==> src/pkg/ssm_pkg.sv <==
// How it works
// RULE1: literal pair form: signed base times literal
// RULE2: literal is five unsigned instruction k bits
// RULE3: base and pair product signed, literal unsigned
// RULE4: register form: source operand taken unsigned
// RULE5: low word to even d, high next
// RULE6: software picks even W0..W12, never W14
// RULE7: base and destination are register direct only
// RULE8: source direct or indirect with pointer update
// RULE9: p bits give mode, s bits register
// RULE10: word width only, no byte variant
// RULE11: pair forms ignore fraction and sign mode
// RULE12: accumulator load sign-extended through bit 39
// RULE13: A bit picks accumulator a or b
// RULE14: accumulator forms honour fraction select bit
// RULE15: accumulator forms: first signed, second unsigned
// RULE16: accumulator forms ignore sign mode field
// RULE17: accumulator form decoded by opcode pattern
// RULE18: accumulator literal taken from k bits
// RULE19: slow operand reads may add cycles
// RULE20: flags untouched, one word, one issue slot
// RULE21: byte multiply uses working register zero; this block refuses byte multiplies instead
package ssm_pkg;
    // ------------------------------------------------------------
    // instruction word layout
    // ------------------------------------------------------------
    localparam int OPC_HI = 23;
    localparam int OPC_LO = 16;
    localparam logic [7:0] OPC_SU = 8'hB9;
    localparam logic [7:0] OPC_BYTE_MUL = 8'hBC;
    localparam int BYTE_BIT = 14;
    localparam int FORM_BIT = 15;
    localparam int BASE_HI = 14;
    localparam int BASE_LO = 11;
    localparam int DST_HI = 10;
    localparam int DST_LO = 7;
    localparam int ACC_MARK_HI = 10;
    localparam int ACC_MARK_LO = 8;
    localparam logic [2:0] ACC_MARK = 3'h7;
    localparam int ACC_SEL_BIT = 7;
    localparam int MODE_HI = 6;
    localparam int MODE_LO = 4;
    localparam int LIT_MARK_HI = 6;
    localparam int LIT_MARK_LO = 5;
    localparam logic [1:0] LIT_MARK = 2'h3;
    localparam int SRC_HI = 3;
    localparam int SRC_LO = 0;
    localparam int LIT_HI = 4;
    localparam int LIT_LO = 0;

    // ------------------------------------------------------------
    // widths, steps and reset values
    // ------------------------------------------------------------
    localparam int WORD_W = 16;
    localparam int ACC_W = 40;
    localparam int LIT_W = 5;
    localparam logic [15:0] PTR_STEP = 16'h0002;
    localparam logic [3:0] DEFAULT_WORKING_REG = 4'h0;
    localparam logic [15:0] RST_WORD = 16'h0000;
    localparam logic [39:0] RST_ACC = 40'h00_0000_0000;
    localparam logic [3:0] RST_SEL = 4'h0;
    localparam int PIPE_LATENCY = 3;

    // source addressing modes, in encoding order of the p field
    typedef enum logic [2:0] {
        SSM_DIRECT,
        SSM_IND,
        SSM_POSTINC,
        SSM_POSTDEC,
        SSM_PREINC,
        SSM_PREDEC
    } ssm_mode_type;
endpackage

==> src/logic/ssm_mult16.sv <==
`timescale 1ns/100ps
module ssm_mult16
    import ssm_pkg::*;
(
    // operands
    input wire logic [15:0] base_val,
    input wire logic [15:0] opnd_val,
    input wire logic frac_mode,
    // product
    output logic [31:0] prod_word,
    output logic [39:0] prod_acc
);
    // ------------------------------------------------------------
    // signed by unsigned core
    // ------------------------------------------------------------
    logic signed [32:0] raw_prod;
    logic signed [33:0] frac_prod;

    // zero-extend the second operand so it can never read as negative
    assign raw_prod = $signed({base_val[15], base_val}) * $signed({1'b0, opnd_val}); // RULE3 RULE4 RULE15
    // fractional mode is a one-place left shift of the integer product
    assign frac_prod = frac_mode ? {raw_prod, 1'b0} : {raw_prod[32], raw_prod}; // RULE14
    // a 17x17 product of these ranges always fits 32 bits signed
    assign prod_word = raw_prod[31:0]; // RULE1
    // sign-extend whatever sits at the top up to the accumulator width
    assign prod_acc = {{6{frac_prod[33]}}, frac_prod}; // RULE12
endmodule

==> src/logic/ssm_top.sv <==
`timescale 1ns/100ps
module ssm_top
    import ssm_pkg::*;
(
    // clock and reset
    input wire logic clk,
    input wire logic nrst,
    // issue from decode
    input wire logic instr_valid,
    input wire logic [23:0] instr_word,
    input wire logic mem_wait,
    // core control bits
    input wire logic core_if_frac,
    input wire logic [1:0] multiplier_sign_mode,
    // working register file reads
    output logic [3:0] base_reg_sel_ff,
    output logic [3:0] src_reg_sel_ff,
    input wire logic [15:0] base_rdata,
    input wire logic [15:0] src_rdata,
    // indirect operand fetch
    output logic mem_rd_ff,
    output logic [15:0] mem_addr_ff,
    input wire logic [15:0] mem_rdata,
    // pointer update
    output logic ptr_we_ff,
    output logic [3:0] ptr_reg_ff,
    output logic [15:0] ptr_data_ff,
    // register pair write
    output logic pair_we_ff,
    output logic [3:0] pair_addr_ff,
    output logic [15:0] pair_lo_ff,
    output logic [15:0] pair_hi_ff,
    // accumulator write
    output logic acc_we_ff,
    output logic acc_sel_b_ff,
    output logic [39:0] acc_data_ff,
    // decode refusal
    output logic unsupported_ff
);
    // ------------------------------------------------------------
    // decode helpers
    // ------------------------------------------------------------
    function automatic logic is_su_op(input logic [23:0] w);
        is_su_op = (w[OPC_HI:OPC_LO] == OPC_SU) && !w[FORM_BIT];
    endfunction

    function automatic logic is_acc_form(input logic [23:0] w);
        is_acc_form = w[ACC_MARK_HI:ACC_MARK_LO] == ACC_MARK; // RULE17
    endfunction

    function automatic logic is_lit_form(input logic [23:0] w);
        is_lit_form = w[LIT_MARK_HI:LIT_MARK_LO] == LIT_MARK;
    endfunction

    // the whole pipe freezes while a slow operand read is outstanding
    logic stall;
    logic take;
    assign stall = mem_wait; // RULE19
    assign take = instr_valid && !stall;

    // ------------------------------------------------------------
    // decode stage
    // ------------------------------------------------------------
    logic d_valid_ff;
    logic d_acc_ff;
    logic d_lit_ff;
    logic d_accumulator_b_ff;
    logic [3:0] d_dst_ff;
    logic [4:0] d_short_literal_ff;
    ssm_mode_type d_mode_ff;
    logic [23:0] w;
    assign w = instr_word;

    // latch fields; the k bits only matter for literal forms
    always_ff @(posedge clk or negedge nrst) begin
        if (!nrst) begin
            d_valid_ff <= 1'b0;
            d_acc_ff <= 1'b0;
            d_lit_ff <= 1'b0;
            d_accumulator_b_ff <= 1'b0;
            d_dst_ff <= RST_SEL;
            d_short_literal_ff <= '0;
            d_mode_ff <= SSM_DIRECT;
            base_reg_sel_ff <= RST_SEL;
            src_reg_sel_ff <= RST_SEL;
        end else if (!stall) begin
            d_valid_ff <= take && is_su_op(w);
            d_acc_ff <= is_acc_form(w); // RULE17
            d_lit_ff <= is_lit_form(w);
            d_accumulator_b_ff <= w[ACC_SEL_BIT]; // RULE13
            d_dst_ff <= w[DST_HI:DST_LO]; // RULE5 RULE7
            d_short_literal_ff <= w[LIT_HI:LIT_LO]; // RULE2 RULE18
            // codes 6 and 7 are the literal marker, never a mode
            d_mode_ff <= is_lit_form(w) ? SSM_DIRECT : ssm_mode_type'(w[MODE_HI:MODE_LO]); // RULE9
            base_reg_sel_ff <= w[BASE_HI:BASE_LO]; // RULE7
            src_reg_sel_ff <= w[SRC_HI:SRC_LO]; // RULE9
        end
    end

    // byte multiplies (which use the default working register) and
    // anything else are refused with a one-cycle pulse
    always_ff @(posedge clk or negedge nrst) begin
        if (!nrst) begin
            unsupported_ff <= 1'b0;
        end else begin
            unsupported_ff <= take && !is_su_op(w); // RULE10 RULE21
        end
    end

    // ------------------------------------------------------------
    // operand stage
    // ------------------------------------------------------------
    logic a_valid_ff;
    logic a_acc_ff;
    logic a_accumulator_b_ff;
    logic a_from_mem_ff;
    logic [3:0] a_dst_ff;
    logic [15:0] a_base_ff;
    logic [15:0] a_opnd_ff;
    logic [15:0] nxt_addr;
    logic [15:0] nxt_ptr;
    logic nxt_ptr_we;
    logic nxt_indirect;

    // effective address and pointer side effect for the source
    always_comb begin
        nxt_addr = src_rdata;
        nxt_ptr = src_rdata;
        nxt_ptr_we = 1'b0;
        nxt_indirect = 1'b1;
        case (d_mode_ff)
            SSM_DIRECT: begin
                nxt_indirect = 1'b0;
            end
            SSM_IND: begin
                nxt_addr = src_rdata;
            end
            SSM_POSTINC: begin
                nxt_ptr = src_rdata + PTR_STEP; // RULE8
                nxt_ptr_we = 1'b1;
            end
            SSM_POSTDEC: begin
                nxt_ptr = src_rdata - PTR_STEP; // RULE8
                nxt_ptr_we = 1'b1;
            end
            SSM_PREINC: begin
                nxt_addr = src_rdata + PTR_STEP; // RULE8
                nxt_ptr = nxt_addr;
                nxt_ptr_we = 1'b1;
            end
            SSM_PREDEC: begin
                nxt_addr = src_rdata - PTR_STEP; // RULE8
                nxt_ptr = nxt_addr;
                nxt_ptr_we = 1'b1;
            end
            default: begin
                nxt_indirect = 1'b0;
            end
        endcase
    end

    // capture operands; literal zero-extends so it reads unsigned
    always_ff @(posedge clk or negedge nrst) begin
        if (!nrst) begin
            a_valid_ff <= 1'b0;
            a_acc_ff <= 1'b0;
            a_accumulator_b_ff <= 1'b0;
            a_from_mem_ff <= 1'b0;
            a_dst_ff <= RST_SEL;
            a_base_ff <= RST_WORD;
            a_opnd_ff <= RST_WORD;
        end else if (!stall) begin
            a_valid_ff <= d_valid_ff;
            a_acc_ff <= d_acc_ff;
            a_accumulator_b_ff <= d_accumulator_b_ff;
            a_from_mem_ff <= d_valid_ff && !d_lit_ff && nxt_indirect;
            a_dst_ff <= d_dst_ff;
            a_base_ff <= base_rdata; // RULE7
            a_opnd_ff <= d_lit_ff ? {11'h000, d_short_literal_ff} : src_rdata; // RULE2 RULE3
        end
    end

    // memory read is set on each advance and held through a stall; pointer write pulses once per advance
    always_ff @(posedge clk or negedge nrst) begin
        if (!nrst) begin
            mem_rd_ff <= 1'b0;
            mem_addr_ff <= RST_WORD;
            ptr_we_ff <= 1'b0;
            ptr_reg_ff <= RST_SEL;
            ptr_data_ff <= RST_WORD;
        end else if (stall) begin
            ptr_we_ff <= 1'b0;
        end else begin
            mem_rd_ff <= d_valid_ff && !d_lit_ff && nxt_indirect; // RULE8
            mem_addr_ff <= nxt_addr;
            ptr_we_ff <= d_valid_ff && !d_lit_ff && nxt_ptr_we; // RULE8
            ptr_reg_ff <= src_reg_sel_ff;
            ptr_data_ff <= nxt_ptr;
        end
    end

    // ------------------------------------------------------------
    // execute stage
    // ------------------------------------------------------------
    logic [15:0] e_opnd;
    logic [31:0] prod_word;
    logic [39:0] prod_acc;
    assign e_opnd = a_from_mem_ff ? mem_rdata : a_opnd_ff;

    // fraction select only reaches accumulator forms; the sign mode
    // field is never read by this block
    ssm_mult16 u_mult (
        .base_val(a_base_ff),
        .opnd_val(e_opnd),
        .frac_mode(a_acc_ff && core_if_frac), // RULE11 RULE14 RULE16
        .prod_word(prod_word),
        .prod_acc(prod_acc)
    );

    // results; status flags are not driven at all, so they stay put
    always_ff @(posedge clk or negedge nrst) begin
        if (!nrst) begin
            pair_we_ff <= 1'b0;
            pair_addr_ff <= RST_SEL;
            pair_lo_ff <= RST_WORD;
            pair_hi_ff <= RST_WORD;
            acc_we_ff <= 1'b0;
            acc_sel_b_ff <= 1'b0;
            acc_data_ff <= RST_ACC;
        end else if (stall) begin
            pair_we_ff <= 1'b0;
            acc_we_ff <= 1'b0;
        end else begin
            pair_we_ff <= a_valid_ff && !a_acc_ff; // RULE20
            pair_addr_ff <= a_dst_ff; // RULE5
            pair_lo_ff <= prod_word[15:0]; // RULE5
            pair_hi_ff <= prod_word[31:16]; // RULE5
            acc_we_ff <= a_valid_ff && a_acc_ff;
            acc_sel_b_ff <= a_accumulator_b_ff; // RULE13
            acc_data_ff <= prod_acc; // RULE12
        end
    end

    logic signed [32:0] chk_prod;
    assign chk_prod = $signed({a_base_ff[15], a_base_ff}) * $signed({1'b0, e_opnd});
endmodule

==> config.mk <==
export PLATFORM = sky130hd
export DESIGN_NAME = ssm_top
export DESIGN_NICKNAME = d
export VERILOG_FILES = /design/src/pkg/ssm_pkg.sv /design/src/logic/ssm_mult16.sv /design/src/logic/ssm_top.sv
export SDC_FILE = /design/constraint.sdc
export NUM_CORES = 1
export LEC_CHECK = 0
export ABC_AREA = 1
export BUFFER_PORTS_ARGS = -buffer_cell sky130_fd_sc_hd__buf_2
export CORE_ASPECT_RATIO = 0.5
export CORE_UTILIZATION = 40
export CTS_CLUSTER_DIAMETER = 40
export DETAILED_ROUTE_END_ITERATION = 7
export PLACE_DENSITY = 0.65
export REMOVE_ABC_BUFFERS = 1
export SYNTH_ARGS = -nofsm -noshare
export SYNTH_HDL_FRONTEND = slang
export SYNTH_SLANG_ARGS = --single-unit
==> constraint.sdc <==
create_clock -name clk -period 8.47 [get_ports clk]
set_input_delay 0.4235 -clock clk [delete_from_list [all_inputs] [get_ports clk]]
set_output_delay 0.4235 -clock clk [all_outputs]
set_load 0.005 [all_outputs]
==> impl_results.md, run 1 <==
- Post-CTS setup buffer count: 0
- Vias per cell: 4.969
- Routability congestion estimate: 0.9616
- Clock-pin slew on the worst setup and hold paths: 0.08 ns
- Top_reg_cell synth: dfrtp_1
- Complex-gate fraction of the synthesized area: 6.707%
- Post-DRT Antenna Nets: 0
- Die Area: 44310 sq um
- Vias in the first global route: 14529
- P&R area growth vs syn: 11.47%
- Mux cell area share after synthesis: 0.05763%
- Pins over their slew limit: 0
- Synth Area in XOR/XNOR: 1.664%
- Reg2Reg Setup Slack: 1.47 ns
- Number of synthesized register bits: 167
- Tcrit/Tclk final: 82.68%
- Total of max-cap violations: 0
- CTS buffer count: 17
- Residual DRC: 0
- Worst-Margin Slew: 1.166 ns
- Storage cell area: 4179 sq um
- Post-Route Setup TNS: 0 ns
- Initial antenna violation count: 2
- GR Util All Layers: 23.73%
- DIE HEIGHT: 149.3 um
- IO Count: 205
- Post-synth top area share: 24.06%
- Achievable clock frequency: 142.8 MHz
- CP Launch Type: register
- CTS Hold Buffers Added: 0
- Critical Path RT: 8.81 ns
- Async SR Flop Fraction: 100.0%
- Largest net degree at the start of global routing: 118
- Synthesis Warnings: 0
- CP endpoint kind: register
- Total grt overflow: 0
- Deepest clock path buffer count: 2
- Drt first pass iters: 5
- Multi-input logic area: 10960 sq um
- Status: finished, final reports clean
- Commonest cells after routing, fill and taps aside: nand2_1 (609), inv_1 (444), nor2_1 (208)
- Post-layout nets: 2816
- First-pass GRT wire length: 80.41 mm
- Row count: 53
- Mean Syn Cell Area: 7.638 sq um
- H-Tree Depth: 4
- Critical Setup Path Class: reg2reg
- Hpwl dp: 39.65 mm
- TritonCTS clock tree: done
- DR iter-0 viols: 1183
- Routed length per instance: 16.75 um
- Initial Util: 40.99%
- Dominant cells by area after synthesis: dfrtp_1 (24%), fa_1 (22%), nand2_1 (13%)
- # port buffers: 202
- Post-Synth Simple-Gate Area: 23.39%
- Post-CTS resize count: 0
- Worst-skew pair later-pin latency: 0.45 ns
- Mapped Cells: 2274
- Final setup vio count: 0
- Post-synth EDFFs: 0
- Adder-Cell Fraction of Synth Area: 31.29%
- Core area: 42370 sq um
- Vias: 14961
- RSZ-0062 raised after global routing: false
- Netlist cell types: 48
- # fillers: 4243
- Most common cell after layout, fill and taps aside: nand2_1
- Fin Clk Skew: 0.009987 ns
- Critical Path AT: 7.34 ns
- Max-slew headroom: 21.99%
- Sequential share of the synthesized area: 24.06%
- Final Hold Vio Count: 0
- CTS sink count: 167
- Tmin final: 7.003 ns
- Clock root cell: clkbuf_16
- Die width: 296.7 um
- Worst hold-check path type: in2async
- Main combinational cell family by area after synthesis: adder cells
- Crit path max fanout: 28
- Share of cells above drive strength 1: 12.54%
- WL final: 50.44 mm
- Mapped Area: 17370 sq um
- Yosys top cell by area: dfrtp_1
[registers in the layout (all words and copies together), names as in the netlist, 2 cells and up]
signal / count
pair_hi_ff: 16
acc_data_ff: 34
base_reg_sel_ff: 4
a_dst_ff: 4
pair_addr_ff: 4
src_reg_sel_ff: 3
a_base_ff: 16
d_mode_ff: 3
pair_lo_ff: 16
ptr_data_ff: 15
mem_addr_ff: 16
a_opnd_ff: 16
ptr_reg_ff: 4
d_dst_ff: 4
d_short_literal_ff: 2
[per-layer routing]
metal / GRT usage, % / share of wire [%]
met5: 0 / 0
met4: 8.299 / 3.3
met3: 4.648 / 6.2
met2: 37.44 / 46
met1: 32.52 / 45
[cell families (layout without fill, tap and decap cells)]
logic type               Yosys count  after routing
AND/OR/NAND/NOR                  991            991
buffers and inverters            557            715
adder cells (fa/ha/maj)          318            318
AO/OA/AOI/OAI                    207            207
flip-flops                       167            167
XOR/XNOR                          33             33
multiplexers                       1              1
other                              0              2
[metrics by stage]
stage | hold WS [ns] | instance area (sq um) | util [%] | worst slack, ns | cells
after floorplan | 0.1279 | 16890 | - | 2.549 | 2181
after global placement | 0.4517 | 18760 | 44.28 | 1.543 | 2977
after detailed placement | 0.4592 | 18760 | 44.28 | 1.512 | 2977
after CTS | 0.1356 | 19350 | 45.68 | 1.474 | 3009
after global routing | 0.1585 | 19360 | 45.69 | 1.074 | 3011
final | 0.07488 | 19360 | 45.69 | 1.467 | 3011
[cell type report]
type | instances | area share (%)
clock buffer | 18 | 2.217
timing repair buffer | 219 | 5.926
antenna | 2 | 0.02585
sequential | 167 | 21.59
clock inverter | 14 | 0.8466
inverter | 464 | 9.048
tap | 577 | 3.729
multi-input combinational | 1550 | 56.62
[cells in the mapped netlist, drive strengths merged (2+ instances only)]
library cell  instances
nor2                212
o22ai                 6
nand4                14
fa                  194
a31oi                19
clkbuf               42
and2                  3
o221ai                2
nor3                 13
o211ai                4
a21oi                53
ha                  124
or2                   9
inv                 460
clkinv                4
o21ai               115
xnor2                13
buf                  51
dfrtp               167
nand2               611
o31ai                 3
nand3b                3
nor4                  2
nand3               122
nor3b                 2
xor2                 20
[worst paths after layout]
path	startpoint	end	cells after the start
worst max-delay path	mem_rd_ff$_DFFE_PN0N_	acc_data_ff[14]$_DFFE_PN0N_	22
worst min-delay path	nrst	pair_addr_ff[1]$_DFFE_PN0N_	1
worst max register to register	mem_rd_ff$_DFFE_PN0N_	acc_data_ff[14]$_DFFE_PN0N_	22
worst min register to register	acc_data_ff[31]$_DFFE_PN0N_	acc_data_ff[31]$_DFFE_PN0N_	2
max in group asynchronous	nrst	d_short_literal_ff[4]$_DFFE_PN0N_	2
min in group clk	instr_word[11]	base_reg_sel_ff[0]$_DFFE_PN0N_	3
[worst max-delay path: stages (launching register included)]
cell      delay [ns]
dfrtp_1         0.52
inv_2           0.28
o21ai_2         0.56
clkinv_1        0.51
nand2_1         0.19
fa_1            0.46
fa_1            0.48
fa_1            0.52
fa_1            0.55
inv_1           0.05
fa_1            0.48
inv_1           0.07
fa_1            0.50
inv_1           0.06
ha_1            0.37
nand2_1         0.12
nor2_1          0.26
nand3_1         0.12
nand3b_1        0.21
xor2_1          0.32
nand2_1         0.09
nand3_1         0.12
nand2_1         0.06
Power of run 1 is left out: the tool's default activity adds up to more than one toggle a clock period on the data nets, which glitch-free logic cannot reach.
==> run 2, diff against run 1 <==
- clock period: 8.47 -> 6.7 ns (I/O delays scaled with it)
==> run 2 against run 1 <==
- utilization increased by 0.65 points
- clock skew increased by 0.0045 ns
- critical path depth increased by 2
- setup slack got worse by 1.1 ns
- register-to-register slack got worse by 1.1 ns
- via count about the same
- global-route usage increased by 0.73 points
- maximum frequency increased by 10%
- wire length increased by 2.4%
- first-iteration DRC count increased by 2.1%
- hold slack about the same
- critical endpoint unchanged
- design area increased by 1.4%
==> impl_results.md, run 2 (synthesis results as in run 1) <==
- Share of cells above drive strength 1: 13.61% (+1.1 points)
- Pins over their slew limit: 0 (unchanged)
- Deepest clock path buffer count: 2 (unchanged)
- Final Hold Vio Count: 0 (unchanged)
- Initial Util: 40.99% (unchanged)
- Hpwl dp: 41.30 mm (+4.2%)
- Vias in the first global route: 14962 (+3.0%)
- RR Endpoint: acc_data_ff[14]$_DFFE_PN0N_
- Die width: 296.7 um (unchanged)
- Hold_sp: instr_word[14]
- First-pass GRT wire length: 82.83 mm (+3.0%)
- Drt first pass iters: 6 (+1)
- DIE HEIGHT: 149.3 um (unchanged)
- Post-Route Setup TNS: 0 ns (unchanged)
- Vias per cell: 4.916 (-1.1%)
- Reg2Reg Setup Slack: 0.35 ns (-1.11 ns)
- Max reg flops: 34 (unchanged)
- Worst-skew pair later-pin latency: 0.45 ns (about the same)
- Crit path max fanout: 25 (-11%)
- Fin cells: 3042 (+1.0%)
- Worst hold-check path type: in2reg
- Routability congestion estimate: 0.9722 (+1.1%)
- Critical Setup Path Class: reg2reg
- CTS buffer count: 17 (unchanged)
- CP endpoint kind: register
- DR iter-0 viols: 1208 (+2.1%)
- # port buffers: 202 (unchanged)
- Initial antenna violation count: 3 (+1)
- Total of max-cap violations: 0 (unchanged)
- Clock-pin slew on the worst setup and hold paths: 0.08 ns (about the same)
- Fin Clk Skew: 0.01451 ns (+0.004520 ns)
- Max incr delay on CP: 0.56 ns (about the same)
- Slowest CP cell: fa_1
- Most common cell after layout, fill and taps aside: nand2_1
- Vias: 14954 (-0.047%)
- Tmin final: 6.347 ns (-0.6562 ns)
- Register bank with the most flops: acc_data_ff
- GR Util All Layers: 24.46% (+0.73 points)
- Critical Path RT: 7.04 ns (-1.77 ns)
- Residual DRC: 0 (unchanged)
- Cells along the critical path: inv_6 -> nand2_1 -> o21ai_1 -> buf_4 -> nor2_1 -> fa_1 -> inv_1 -> fa_1 -> fa_1 -> fa_1 -> inv_1 -> fa_1 -> inv_1 -> fa_1 -> inv_1 -> ha_1 -> nand2_1 -> nor2_1 -> nand3_1 -> nand3b_1 -> xor2_1 -> nand2_1 -> nand3_1 -> nand2_1
- Achievable clock frequency: 157.6 MHz (+10%)
- Critical Path AT: 6.69 ns (-0.65 ns)
- Post-layout nets: 2846 (+1.1%)
- Status: finished, final reports clean
- Max-slew headroom: 18.34% (-3.6 points)
- TritonCTS clock tree: done
- Worst R2R Start: mem_rd_ff$_DFFE_PN0N_
- Routed length per instance: 16.99 um (+1.4%)
- Die Area: 44310 sq um (unchanged)
- Row count: 53 (unchanged)
- Critical Path End: acc_data_ff[14]$_DFFE_PN0N_
- Total grt overflow: 0 (unchanged)
- Tcrit/Tclk final: 94.73% (+12 points)
- Worst-Margin Slew: 1.220 ns (+0.05449 ns)
- DP Cell Count: 3006 (+0.97%)
- CTS sink count: 167 (unchanged)
- P&R area growth vs syn: 13.05%
- Post-DRT Antenna Nets: 0 (unchanged)
- Commonest cells after routing, fill and taps aside: nand2_1 (609), inv_1 (444), nor2_1 (208)
- Critical path's most frequent cell: fa_1
- H-Tree Depth: 4 (unchanged)
- RSZ-0062 raised after global routing: false
- Beginning of the critical path: mem_rd_ff$_DFFE_PN0N_
- CP Launch Type: register
- Final setup vio count: 0 (unchanged)
- Core area: 42370 sq um (unchanged)
- IO Count: 205 (unchanged)
- Clock root cell: clkbuf_16
- Worst R2R Path Depth: 24 (+9.1%)
- WL final: 51.67 mm (+2.4%)
- Largest net degree at the start of global routing: 114 (-3.4%)
-- run 2: cell types whose count changed in the layout (fill, tap and decap cells not counted), moves of 2 or more --
cell	delta
clkinvlp_4	-4
inv_6	+2
buf_4	+29
inv_8	+2
inv_2	-2
-- run 2: repair_timing --
action	4_1_cts	5_1_grt
setup buffers	0	0
hold buffers	1	0
hold endpoints to repair	69	0
setup endpoints to repair	0	42
resized for setup	0	7
-- run 2: cell type report --
type	count	area, sq um
repair buffers	249	1375
multi-input cells	1550	10970
flip-flops and latches	167	4179
well taps	577	721.9
diodes	3	7.507
fillers	4280	22740
inverters	464	1759
clock buffers	17	425.4
clock inverters	15	197.7
-- run 2: critical path: cells and delay by family (launching register included) --
| family | cells | cell delay (ns) |
|---|---|---|
| adders and majority gates | 7 | 3.42 |
| and+or+nand+nor | 9 | 1.10 |
| buffers and inverters | 6 | 0.70 |
| DFF | 1 | 0.42 |
| xor gates and xnor gates | 1 | 0.30 |
| AOI/OAI and AO/OA | 1 | 0.26 |
-- run 2: stage by stage --
stage | hold WS (ns) | utilization, % | worst slack, ns | cell area (sq um)
2_1_floorplan | 0.03941 | - | 0.7789 | 16890
3_3_place_gp | 0.3888 | 44.79 | 0.1465 | 18980
3_5_place_dp | 0.3884 | 44.79 | 0.1192 | 18980
4_1_cts | 0.06057 | 46.28 | 0.08420 | 19610
5_1_grt | 0.07902 | 46.34 | 0.01337 | 19640
6_report | 0.07532 | 46.34 | 0.3530 | 19640
-- run 2: how the worst min path moves through the flow --
stage | endpoint | slack [ns] | depth (start not counted)
2_1_floorplan | a_acc_ff$_DFFE_PN0N_ | 0.04 | 0
3_3_place_gp | pair_addr_ff[2]$_DFFE_PN0N_ | 0.39 | 1
3_5_place_dp | a_dst_ff[2]$_DFFE_PN0N_ | 0.39 | 1
4_1_cts | base_reg_sel_ff[2]$_DFFE_PN0N_ | 0.06 | 3
5_1_grt | base_reg_sel_ff[2]$_DFFE_PN0N_ | 0.08 | 3
6_report | base_reg_sel_ff[3]$_DFFE_PN0N_ | 0.08 | 3
-- run 2: layer usage --
metal	track usage [%]	vias up	routed length, um
met1	33.44	7226	23090
li1	-	7220	-
met3	4.291	73	3088
met2	39.08	435	23930
met4	8.660	0	1559
met5	0	-	0
Power of run 2 is left out for the same reason.
==> run 3, diff against run 2 <==
- clock period: 6.7 -> 8 ns (I/O delays scaled with it)
==> run 3 against run 2 <==
- maximum frequency shrank 9.3%
- wire length down 1.3%
- critical path depth is 1 higher
- non-clock buffer count fell by 26
- clock skew shrank 0.0031 ns
- largest cell class unchanged
==> impl_results.md, run 3 (synthesis results as in run 1) <==
- CTS buffer count: 17 (unchanged)
- Most common cell after layout, fill and taps aside: nand2_1
- Clock-pin slew on the worst setup and hold paths: 0.07 ns (about the same)
- Die width: 296.7 um (unchanged)
- Final Hold Vio Count: 0 (unchanged)
- Residual DRC: 0 (unchanged)
- Routability congestion estimate: 0.9600 (-1.3%)
- WL final: 51.01 mm (-1.3%)
- Crit path max fanout: 28 (+12%)
- Post-CTS resize count: 0 (unchanged)
- DR iter-0 viols: 1263 (+4.6%)
- Critical Path RT: 8.34 ns (+1.30 ns)
- GR Util All Layers: 24.05% (-0.41 points)
- # port buffers: 202 (unchanged)
- Worst-Margin Slew: 1.199 ns (-0.02137 ns)
- Share of cells above drive strength 1: 12.64% (-0.96 points)
- Drt first pass iters: 5 (-1)
- P&R area growth vs syn: 11.76%
- Max-slew headroom: 19.77% (+1.4 points)
- Clock root cell: clkbuf_16
- Status: finished, final reports clean
- Max incr delay on CP: 0.58 ns (+0.02 ns)
- First-pass GRT wire length: 81.79 mm (-1.2%)
- Final setup vio count: 0 (unchanged)
- Post-CTS setup buffer count: 0 (unchanged)
- Pins over their slew limit: 0 (unchanged)
- Worst-skew pair later-pin latency: 0.45 ns (about the same)
- Multi-input logic area: 10960 sq um (about the same)
- Vias in the first global route: 14580 (-2.6%)
- Initial Util: 40.99% (unchanged)
- Vias per cell: 4.949 (+0.67%)
- Total of max-cap violations: 0 (unchanged)
- Fin Clk Skew: 0.01139 ns (-0.003119 ns)
- Post-Route Setup TNS: 0 ns (unchanged)
- Hpwl dp: 40.24 mm (-2.6%)
- Core area: 42370 sq um (unchanged)
- Largest net degree at the start of global routing: 110 (-3.5%)
- Critical Setup Path Class: reg2reg
- Routed length per instance: 16.91 um (-0.42%)
- CP Launch Type: register
- Post-DRT Antenna Nets: 0 (unchanged)
- Die Area: 44310 sq um (unchanged)
- Max reg flops: 34 (unchanged)
- DIE HEIGHT: 149.3 um (unchanged)
- Row count: 53 (unchanged)
- Slowest CP cell: fa_1
- Post-layout nets: 2820 (-0.91%)
- Achievable clock frequency: 142.8 MHz (-9.3%)
- Tcrit/Tclk final: 87.52% (-7.2 points)
- Initial antenna violation count: 3 (unchanged)
- Worst hold-check path type: in2reg
- CP endpoint kind: register
- Vias: 14925 (-0.19%)
- RSZ-0062 raised after global routing: false
- Register bank with the most flops: acc_data_ff
- Total grt overflow: 0 (unchanged)
- Commonest cells after routing, fill and taps aside: nand2_1 (609), inv_1 (444), nor2_1 (208)
- Fin util: 45.81% (-0.53 points)
- TritonCTS clock tree: done
- # fillers: 4243 (-0.86%)
- Tmin final: 7.001 ns (+0.6544 ns)
- IO Count: 205 (unchanged)
- CTS sink count: 167 (unchanged)
- Deepest clock path buffer count: 2 (unchanged)
- Critical Path AT: 7.34 ns (+0.65 ns)
- H-Tree Depth: 4 (unchanged)
- Storage cell area: 4179 sq um (unchanged)
[run 3: cell count changes in the layout (fill, tap and decap cells not counted), moves of 2 or more]
cell / before / now
inv_2: 12 / 14
clkinvlp_4: 0 / 2
clkinv_8: 4 / 2
inv_6: 7 / 4
buf_4: 47 / 21
clkinv_2: 0 / 2
[run 3: timing repair]
item,4_1_cts,5_1_grt
hold buffers,1,0
hold endpoints to repair,48,0
endpoints found under the setup margin,0,0
[run 3: layer usage]
metal | part of all wire, % | up-vias | GRT usage (%)
li1 | - | 7168 | -
met2 | 47 | 443 | 38.84
met5 | 0 | - | 0
met4 | 2.5 | 0 | 6.521
met3 | 5.5 | 74 | 4.023
met1 | 45 | 7240 | 33.38
[run 3: metrics by stage]
step / hold slack, ns / worst slack, ns / instances / area, sq um
4_1_cts: 0.1261 / 1.020 / 3013 / 19400
5_1_grt: 0.1370 / 0.5428 / 3016 / 19410
3_3_place_gp: 0.3652 / 1.080 / 2980 / 18780
3_5_place_dp: 0.3767 / 1.040 / 2980 / 18780
2_1_floorplan: 0.1044 / 2.079 / 2181 / 16890
6_report: 0.1435 / 0.9986 / 3016 / 19410
[run 3: worst paths after layout]
kind	end	slack, ns	cells after the start	start
max in group asynchronous	a_base_ff[12]$_DFFE_PN0N_	5.59	4	nrst
min	base_reg_sel_ff[1]$_DFFE_PN0N_	0.14	3	instr_word[12]
max	acc_data_ff[32]$_DFFE_PN0N_	1.0	25	mem_rd_ff$_DFFE_PN0N_
min reg2reg	pair_addr_ff[3]$_DFFE_PN0N_	0.47	2	a_dst_ff[3]$_DFFE_PN0N_
max reg2reg	acc_data_ff[32]$_DFFE_PN0N_	1.0	25	mem_rd_ff$_DFFE_PN0N_
min in group asynchronous	pair_addr_ff[2]$_DFFE_PN0N_	0.47	2	nrst
[run 3: worst max-delay path: cells and delay by family (launching register included)]
kind | cells | cell delay [ns]
AND/OR/NAND/NOR | 10 | 1.40
flip-flops | 1 | 0.49
AO/OA/AOI/OAI | 1 | 0.35
buffers and inverters | 7 | 1.22
adder cells (fa/ha/maj) | 7 | 3.42
[run 3: final cells by class]
| type | count | share of cell area, % |
|---|---|---|
| clock inverter | 13 | 0.8573 |
| clock buffer | 19 | 2.282 |
| sequential | 167 | 21.53 |
| inverter | 464 | 9.024 |
| timing repair buffer | 223 | 6.078 |
| tap | 577 | 3.719 |
| multi-input combinational | 1550 | 56.47 |
| antenna | 3 | 0.03867 |
Power of run 3 is left out for the same reason.
